**config.mk**
```make
export PLATFORM = sky130hd
export DESIGN_NAME = pdt_port_regs
export DESIGN_NICKNAME = d
export VERILOG_FILES = /design/src/include/pdt_pkg.sv /design/src/rtl/pdt_magic_det.sv /design/src/rtl/pdt_port_regs.sv
export SDC_FILE = /design/constraint.sdc
export NUM_CORES = 1
export LEC_CHECK = 0
export ABC_AREA = 1
export BUFFER_PORTS_ARGS = -buffer_cell sky130_fd_sc_hd__buf_2
export CAP_MARGIN = 5
export CORE_ASPECT_RATIO = 1.4
export CORE_MARGIN = 2
export CORE_UTILIZATION = 35
export CTS_CLUSTER_SIZE = 40
export DETAILED_ROUTE_END_ITERATION = 16
export GPL_TIMING_DRIVEN = 0
export SLEW_MARGIN = 5
export SYNTH_ARGS = -nofsm -noshare
export SYNTH_HDL_FRONTEND = slang
export SYNTH_HIERARCHICAL = 1
export SYNTH_SLANG_ARGS = --single-unit
```
**constraint.sdc**
```tcl
create_clock -name clk -period 7.4 [get_ports clk]
set_clock_uncertainty 0.1 [all_clocks]
set_input_delay 0.74 -clock clk [delete_from_list [all_inputs] [get_ports clk]]
set_output_delay 0.74 -clock clk [all_outputs]
set_load 0.01 [all_outputs]
```
**src/include/pdt_pkg.sv**
```systemverilog
// Package: register map, field layout and constants of the port tag block
package pdt_pkg;

    // Port numbering
    localparam int          NUM_PORTS      = 7;
    localparam int          LAST_PHY_PORT  = 5;
    localparam logic [3:0]  PORT_MIN       = 4'h1;
    localparam logic [3:0]  PORT_MAX       = 4'h7;

    // Offsets inside each 0xN000 port block
    localparam logic [11:0] OFF_TAG_UPPER  = 12'h000;
    localparam logic [11:0] OFF_TAG_LOWER  = 12'h001;
    localparam logic [11:0] OFF_WAKE_EVENT = 12'h013;
    localparam logic [11:0] OFF_WAKE_EN    = 12'h017;

    // Address split: port in the top nibble
    localparam int          ADDR_W         = 16;
    localparam int          PORT_LSB       = 12;

    // Reset values
    localparam logic [7:0]  TAG_UPPER_RST  = 8'h00;
    localparam logic [7:0]  TAG_LOWER_RST  = 8'h01;
    localparam logic [2:0]  WAKE_RST       = 3'h0;

    // Upper tag byte fields
    localparam int          PCP_MSB        = 7;
    localparam int          PCP_LSB        = 5;
    localparam int          DEI_BIT        = 4;
    localparam int          VIDH_MSB       = 3;

    // Wake-event bit positions
    localparam int          EV_MAGIC       = 2;
    localparam int          EV_LINK        = 1;
    localparam int          EV_ENERGY      = 0;
    localparam int          EV_W           = 3;

    // Magic packet shape
    localparam logic [7:0]  SYNC_BYTE      = 8'hFF;
    localparam logic [2:0]  SYNC_COUNT     = 3'h6;
    localparam logic [2:0]  MAC_BYTES      = 3'h6;
    localparam logic [4:0]  MAC_REPEATS    = 5'h10;

endpackage

```
**src/rtl/pdt_magic_det.sv**
```systemverilog
// Per-port magic packet detector on the receive byte stream
module pdt_magic_det
    import pdt_pkg::*;
(
    // Clock and reset
    input  wire logic        clk,
    input  wire logic        rst,
    // Receive byte stream
    input  wire logic        rx_valid,
    input  wire logic [7:0]  rx_data,
    input  wire logic        rx_last,
    input  wire logic        rx_err,
    // Global switch MAC address, byte 0 in bits 47:40
    input  wire logic [47:0] mac_addr,
    // One-cycle pulse on a good magic frame
    output logic             detect
);

    logic [2:0] pos_reg,   pos_next;
    logic       da_ok_reg, da_ok_next;
    logic [2:0] ff_reg,    ff_next;
    logic [2:0] mi_reg,    mi_next;
    logic [4:0] rep_reg,   rep_next;
    logic       found_reg, found_next;
    logic       detect_reg;

    wire logic [7:0] da_byte  = mac_addr[47 - 8 * pos_reg -: 8];
    wire logic [7:0] exp_byte = mac_addr[47 - 8 * mi_reg -: 8];
    wire logic       is_sync  = (rx_data == SYNC_BYTE);
    wire logic       in_da    = (pos_reg < MAC_BYTES);

    always_comb
    begin
        pos_next   = pos_reg;
        da_ok_next = da_ok_reg;
        ff_next    = ff_reg;
        mi_next    = mi_reg;
        rep_next   = rep_reg;
        found_next = found_reg;
        if (rx_valid)
        begin
            if (in_da)
            begin
                // Destination must equal the switch address
                da_ok_next = da_ok_reg & (rx_data == da_byte);
                pos_next   = pos_reg + 3'h1;
            end
            else if (!found_reg)
            begin
                if (ff_reg == SYNC_COUNT)
                begin
                    // Sixteen copies of the address after the sync
                    if (rx_data == exp_byte)
                    begin
                        if (mi_reg == MAC_BYTES - 3'h1)
                        begin
                            mi_next  = 3'h0;
                            rep_next = rep_reg + 5'h1;
                            if (rep_reg == MAC_REPEATS - 5'h1)
                                found_next = 1'b1;
                        end
                        else
                            mi_next = mi_reg + 3'h1;
                    end
                    else if (!(is_sync && mi_reg == 3'h0 && rep_reg == 5'h0))
                    begin
                        ff_next  = is_sync ? 3'h1 : 3'h0;
                        mi_next  = 3'h0;
                        rep_next = 5'h0;
                    end
                end
                else
                    ff_next = is_sync ? ff_reg + 3'h1 : 3'h0;
            end
        end
    end

    // Frame state restarts after the last byte
    always_ff @(posedge clk or posedge rst)
    begin
        if (rst)
        begin
            pos_reg    <= 3'h0;
            da_ok_reg  <= 1'b1;
            ff_reg     <= 3'h0;
            mi_reg     <= 3'h0;
            rep_reg    <= 5'h0;
            found_reg  <= 1'b0;
            detect_reg <= 1'b0;
        end
        else
        begin
            // Only error-free frames report
            detect_reg <= rx_valid & rx_last & ~rx_err
                          & da_ok_next & found_next;
            if (rx_valid && rx_last)
            begin
                pos_reg   <= 3'h0;
                da_ok_reg <= 1'b1;
                ff_reg    <= 3'h0;
                mi_reg    <= 3'h0;
                rep_reg   <= 5'h0;
                found_reg <= 1'b0;
            end
            else
            begin
                pos_reg   <= pos_next;
                da_ok_reg <= da_ok_next;
                ff_reg    <= ff_next;
                mi_reg    <= mi_next;
                rep_reg   <= rep_next;
                found_reg <= found_next;
            end
        end
    end

    assign detect = detect_reg;

endmodule

```
**src/rtl/pdt_port_regs.sv**
```systemverilog
// Per-port default tag and wake-event registers with wake pin
module pdt_port_regs
    import pdt_pkg::*;
(
    // Clock and reset
    input  wire logic                          clk,
    input  wire logic                          rst,
    // Management register port
    input  wire logic [ADDR_W-1:0]             reg_addr,
    input  wire logic                          reg_wr,
    input  wire logic [7:0]                    reg_wdata,
    input  wire logic                          reg_rd,
    output logic      [7:0]                    reg_rdata,
    output logic                               reg_rvalid,
    // Global switch MAC address
    input  wire logic [47:0]                   mac_addr,
    // Receive byte streams, one lane per port
    input  wire logic [NUM_PORTS:1]            rx_valid,
    input  wire logic [NUM_PORTS:1][7:0]       rx_data,
    input  wire logic [NUM_PORTS:1]            rx_last,
    input  wire logic [NUM_PORTS:1]            rx_err,
    // PHY status levels, asynchronous
    input  wire logic [NUM_PORTS:1]            link_up,
    input  wire logic [NUM_PORTS:1]            cable_energy,
    // Default tags and wake output
    output logic      [NUM_PORTS:1][15:0]      default_tag,
    output logic                               power_wake_pin
);

    // Register arrays
    logic [NUM_PORTS:1][7:0]      tag_hi_reg;
    logic [NUM_PORTS:1][7:0]      tag_lo_reg;
    logic [NUM_PORTS:1][EV_W-1:0] event_reg;
    logic [NUM_PORTS:1][EV_W-1:0] event_next;
    logic [NUM_PORTS:1][EV_W-1:0] wake_en_reg;
    logic [7:0]                   rdata_reg;
    logic                         rvalid_reg;
    logic                         wake_reg;

    // Synchronisers and filtered levels
    logic [NUM_PORTS:1] link_s1, link_s2, link_s3, link_lvl;
    logic [NUM_PORTS:1] nrg_s1,  nrg_s2,  nrg_s3,  nrg_lvl;
    logic [NUM_PORTS:1] magic_hit;

    // Address decode
    wire logic [3:0]  acc_port = reg_addr[ADDR_W-1:PORT_LSB];
    wire logic [11:0] acc_off  = reg_addr[PORT_LSB-1:0];
    wire logic        port_ok  = (acc_port >= PORT_MIN)
                                 && (acc_port <= PORT_MAX);
    wire logic [2:0]  pidx     = acc_port[2:0];
    wire logic        sel_hi   = port_ok && (acc_off == OFF_TAG_UPPER);
    wire logic        sel_lo   = port_ok && (acc_off == OFF_TAG_LOWER);
    wire logic        sel_ev   = port_ok && (acc_off == OFF_WAKE_EVENT);
    wire logic        sel_en   = port_ok && (acc_off == OFF_WAKE_EN);

    // Read selection; reserved bits and unmapped offsets read zero
    wire logic [7:0]  rd_mux   =
        sel_hi ? tag_hi_reg[pidx] :
        sel_lo ? tag_lo_reg[pidx] :
        sel_ev ? {5'h00, event_reg[pidx]} :
        sel_en ? {5'h00, wake_en_reg[pidx]} :
                 8'h00;

    // Ports 1 to 5 carry a PHY; 6 and 7 are MAC-only
    wire logic [NUM_PORTS:1] phy_port =
        NUM_PORTS'((1 << LAST_PHY_PORT) - 1);

    // Filtered level follows stage three once stages two and three agree
    wire logic [NUM_PORTS:1] link_agree    = ~(link_s2 ^ link_s3);
    wire logic [NUM_PORTS:1] nrg_agree     = ~(nrg_s2 ^ nrg_s3);
    wire logic [NUM_PORTS:1] link_lvl_next =
        (link_agree & link_s3) | (~link_agree & link_lvl);
    wire logic [NUM_PORTS:1] nrg_lvl_next  =
        (nrg_agree & nrg_s3) | (~nrg_agree & nrg_lvl);

    // A rise counts once, on the cycle the filtered level goes high
    wire logic [NUM_PORTS:1] link_rise =
        link_lvl_next & ~link_lvl & phy_port;
    wire logic [NUM_PORTS:1] nrg_rise  =
        nrg_lvl_next & ~nrg_lvl & phy_port;

    genvar p;
    generate
        for (p = 1; p <= NUM_PORTS; p++)
        begin : g_port
            wire logic            wr_here  = reg_wr && (pidx == 3'(p));
            wire logic            ev_magic = magic_hit[p];
            wire logic            ev_link  = link_rise[p];
            wire logic            ev_nrg   = nrg_rise[p];
            wire logic [EV_W-1:0] ev_set   = {ev_magic, ev_link, ev_nrg};
            wire logic [EV_W-1:0] ev_clr   =
                (wr_here && sel_ev) ? reg_wdata[EV_W-1:0] : '0;

            // Set beats a same-cycle one-to-clear write
            assign event_next[p] = (event_reg[p] & ~ev_clr)
                                   | ev_set;

            pdt_magic_det u_magic
            (
                .clk      (clk),
                .rst      (rst),
                .rx_valid (rx_valid[p]),
                .rx_data  (rx_data[p]),
                .rx_last  (rx_last[p]),
                .rx_err   (rx_err[p]),
                .mac_addr (mac_addr),
                .detect   (magic_hit[p])
            );

            // Upper tag byte
            always_ff @(posedge clk or posedge rst)
            begin
                if (rst)
                    tag_hi_reg[p] <= TAG_UPPER_RST;
                else if (wr_here && sel_hi)
                    tag_hi_reg[p] <= reg_wdata;
            end

            // Lower tag byte
            always_ff @(posedge clk or posedge rst)
            begin
                if (rst)
                    tag_lo_reg[p] <= TAG_LOWER_RST;
                else if (wr_here && sel_lo)
                    tag_lo_reg[p] <= reg_wdata;
            end

            // Wake enables
            always_ff @(posedge clk or posedge rst)
            begin
                if (rst)
                    wake_en_reg[p] <= WAKE_RST;
                else if (wr_here && sel_en)
                    wake_en_reg[p] <= reg_wdata[EV_W-1:0];
            end

            // Event flags
            always_ff @(posedge clk or posedge rst)
            begin
                if (rst)
                    event_reg[p] <= WAKE_RST;
                else
                    event_reg[p] <= event_next[p];
            end

            // Tag fields: PCP, DEI, VID[11:8] above VID[7:0]
            assign default_tag[p] = {tag_hi_reg[p][PCP_MSB:PCP_LSB],
                                     tag_hi_reg[p][DEI_BIT],
                                     tag_hi_reg[p][VIDH_MSB:0],
                                     tag_lo_reg[p]};
        end
    endgenerate

    // Three-stage link synchroniser and filtered level
    always_ff @(posedge clk or posedge rst)
    begin
        if (rst)
        begin
            link_s1  <= '0;
            link_s2  <= '0;
            link_s3  <= '0;
            link_lvl <= '0;
        end
        else
        begin
            link_s1  <= link_up;
            link_s2  <= link_s1;
            link_s3  <= link_s2;
            link_lvl <= link_lvl_next;
        end
    end

    // Three-stage energy synchroniser and filtered level
    always_ff @(posedge clk or posedge rst)
    begin
        if (rst)
        begin
            nrg_s1  <= '0;
            nrg_s2  <= '0;
            nrg_s3  <= '0;
            nrg_lvl <= '0;
        end
        else
        begin
            nrg_s1  <= cable_energy;
            nrg_s2  <= nrg_s1;
            nrg_s3  <= nrg_s2;
            nrg_lvl <= nrg_lvl_next;
        end
    end

    // Wake pin: any enabled event still pending
    wire logic wake_any = |(event_next & wake_en_reg);

    // Read data one cycle after the strobe
    always_ff @(posedge clk or posedge rst)
    begin
        if (rst)
        begin
            rdata_reg  <= 8'h00;
            rvalid_reg <= 1'b0;
        end
        else
        begin
            rvalid_reg <= reg_rd;
            if (reg_rd)
                rdata_reg <= rd_mux;
        end
    end

    // Registered wake level; an enable write shows one cycle later
    always_ff @(posedge clk or posedge rst)
    begin
        if (rst)
            wake_reg <= 1'b0;
        else
            wake_reg <= wake_any;
    end

    assign reg_rdata      = rdata_reg;
    assign reg_rvalid     = rvalid_reg;
    assign power_wake_pin = wake_reg;

endmodule

```
==> flow_metrics.tcl <==
set metrics [dict create \
    outcome "finished, final reports clean" \
    synth_edf_count 0 \
    cp.depth 8 \
    setup-violations-final 0 \
    power.share.clock_pct 34.7 \
    dieArea_um2 73340 \
    p_per_area_nw_per_um2 212.9 \
    end_kind "flip-flop" \
    synth_compound_area_share_pct 12.63 \
    synth.net_count 4136 \
    leakage_nw 15.04 \
    crit_path_frequent_cell "nand2_1" \
    clock-root-buffer "clkbuf_16" \
    min_from "link_up[3]" \
    cp.buffers_inverters 3 \
    avgSynthCellArea_um2 6.365 \
    drv_slew 0 \
    antenna_found_initial 11 \
    multi_input_area_um2 14270 \
    relSlewSlack_pct 37.65 \
    largest_reg_flops 112 \
    ant_nets 0 \
    hp-class "in -> reg" \
    crit_start "reg_addr[13]" \
    clk_pin_slew_ns 0.06 \
    synth_cells 3913 \
    final_cell_mix "nand2_1 (1407), nand3_1 (449), inv_1 (417)" \
    post_cts_buffers 0 \
    crit_fanout 10 \
    wl_mm 102.5 \
    grt_pass1_vias 26300 \
    drc 0 \
    io_pins 289 \
    fillers 7589 \
    core_area_um2 70360 \
    regArea_um2 8100 \
    place_area_um2 27500 \
    first_pass_iters 6 \
    synth-xor-area-share_pct 2.954 \
    syn_to_final_growth_pct 16.11 \
    cts-buffers-inserted 40 \
    critPathMaxStageDelay_ns 0.64 \
    yosysSeqAreaShare_pct 32.52 \
    die_h_um 319.6 \
    cp-start-kind "input port" \
    netlist_area_um2 24910 \
    yosys_warnings 6 \
    synth_seq_cells 323 \
    holdPathStages 1 \
    htree_levels 2 \
    grt_pass1_wl_mm 154.6 \
    cts-resized-gates 0 \
    ir_drop_uv 135.8 \
    required_ns 7.73 \
    final_common_cell "nand2_1" \
    grt_setup_unrepaired "false" \
    synth_fa_ha_area_share_pct 3.215 \
    max_cap_violations 0 \
    dp_hpwl_mm 74.60 \
    yosys.area_share.simple_pct 38.51 \
    nets 4457 \
    sw_frac_of_total_pct 38.08 \
    clock_sinks 323 \
    crit_path_cell_trace "buf_4, nor2_8, inv_1, nor2_1, nand2_1, clkbuf_1, nand2_1, o21ai_0" \
    worst_path_dominant_cell_family "simple AND/OR/NAND/NOR gates" \
    ys.flop_type "dfrtp_1" \
    num_vias 27810 \
    worst_hold_slack_ns 0.1725 \
    fmax_mhz 357.4 \
    cts.path.max_buffers 3 \
    r2r_start "g_port[7].u_magic/mi_reg[2]$_DFFE_PP0P_" \
    initial_utilization_pct 35.40 \
    io_buffers 278 \
    grt_max_degree 109 \
    synth_mux_area_share_pct 0 \
    p_int_w 0.003813 \
    insertion_delay_ns 0.58 \
    synth_top_family_by_area "simple AND/OR/NAND/NOR gates" \
    r2r_cells 14 \
    critical_path_class "in -> reg" \
    cts_tree "built" \
    routed_via_density 5.343 \
    drtIter0Drc 2431 \
    period_share_pct 37.81 \
    min_period_ns 2.798 \
    seqPwrFrac_pct 30.5 \
    grt_usage_pct 27.24 \
    grt-ovfl-total 0 \
    cp_slowest_cell "nor2_1" \
    ys_types 46 \
    row_count 115 \
    wl_per_cell_um 19.70 \
    holdBufCountCts 0 \
    synth-async-reset-ratio_pct 100.0 \
    hold_viol_final 0 \
    worstPathArrival_ns 3.13 \
    finalInstanceArea_um2 28920 \
    gp_congestion 0.9688 \
    drive_gt1_share_pct 12.94 \
    worst_pin_slew_ns 0.9352 \
    p_switching_w 0.002345 \
    comb_power_share_pct 34.8 \
    die_w_um 229.5 \
]
## final timing paths
check,endpoint,slack (ns)
max,default_tag[55]$_DFFE_PP0P_,4.60
min,link_s1[3]$_DFF_PP0_,0.17
max reg2reg,g_port[7].u_magic/rep_reg[3]$_DFFE_PP0P_,4.64
min reg2reg,nrg_s2[3]$_DFF_PP0_,0.24
max in group asynchronous,default_tag[75]$_DFFE_PP0P_,5.85
min in group asynchronous,event_reg[12]$_DFF_PP0_,0.37
## cells by family after synthesis
kind of cell,count (synthesis)
simple gates,2264
buf+inv,629
compound gates,547
flops,323
xor+xnor,84
fa+ha+maj,66
## final cells by class
class | instances | share of cell area (%)
Timing Repair Buffer | 279 | 4.907
Multi-Input combinational cell | 2961 | 49.36
Sequential cell | 323 | 28.01
Tap cell | 936 | 4.050
Clock buffer | 51 | 3.816
Buffer | 179 | 2.864
Antenna cell | 2 | 0.01731
Clock inverter | 23 | 1.056
Inverter | 450 | 5.919
## worst reg2reg max path, delay by kind of cell (launching register included)
kind / cells / cell delay, ns
simple gates: 9 / 1.11
buf+inv: 3 / 0.53
flops: 1 / 0.41
fa+ha+maj: 1 / 0.28
compound gates: 1 / 0.27
## power by group through the flow
| stage | combinational, W | clock (W) | sequential [W] |
|---|---|---|---|
| detailed placement | 0.00209 | 0 | 0.00191 |
| CTS | 0.00210 | 0.00219 | 0.00188 |
| floorplan | 0.00149 | 0 | 0.00189 |
| finish | 0.00214 | 0.00214 | 0.00188 |
| global route | 0.00236 | 0.00226 | 0.00188 |
| global placement | 0.00209 | 0 | 0.00191 |
## stage by stage
stage / TNS (ns) / total power [W] / util, % / instances / setup slack [ns]
detailed placement: 0 / 0.004005 / 39.09 / 5128 / 4.127
CTS: 0 / 0.006168 / 41.09 / 5202 / 4.635
global route: 0 / 0.006504 / 41.09 / 5202 / 4.274
global placement: -357.53 / 0.003997 / 39.04 / 5127 / -1.833
finish: 0 / 0.006158 / 41.10 / 5204 / 4.602
floorplan: 0 / 0.003387 / - / 3913 / 1.004
## cell usage after synthesis (9+ instances only)
cell / number / area share [%]
inv_1: 418 / 6.3
xor2_1: 70 / 2.5
nand2_2: 9 / 0.23
nor2_2: 10 / 0.25
nand4_1: 76 / 1.9
a22oi_1: 14 / 0.42
buf_1: 12 / 0.18
o21ai_0: 222 / 4.5
buf_4: 11 / 0.33
clkbuf_1: 79 / 1.2
or2_2: 29 / 0.73
nand3_1: 449 / 9.0
dfstp_2: 14 / 1.5
a31oi_1: 11 / 0.28
xnor2_1: 14 / 0.49
nor3_1: 28 / 0.56
inv_2: 29 / 0.44
dfrtp_1: 309 / 31
buf_2: 74 / 1.5
o21ai_1: 20 / 0.40
o211ai_1: 89 / 2.7
nand2_1: 1407 / 21
maj3_1: 10 / 0.40
ha_1: 56 / 2.8
o22ai_1: 18 / 0.45
nor2_4: 10 / 0.45
a21oi_1: 155 / 3.1
nor2_1: 220 / 3.3
## routing by layer
metal  vias up  global-route usage (%)  share of wire, %
met4        10                   16.00               6.8
met5         -                       0             0.059
met2      1376                   47.28                48
met1     12760                   31.30                37
met3       378                   4.716               8.9
li1      13290                       -                 -
No activity file was read; power rests on OpenSTA's default activity.
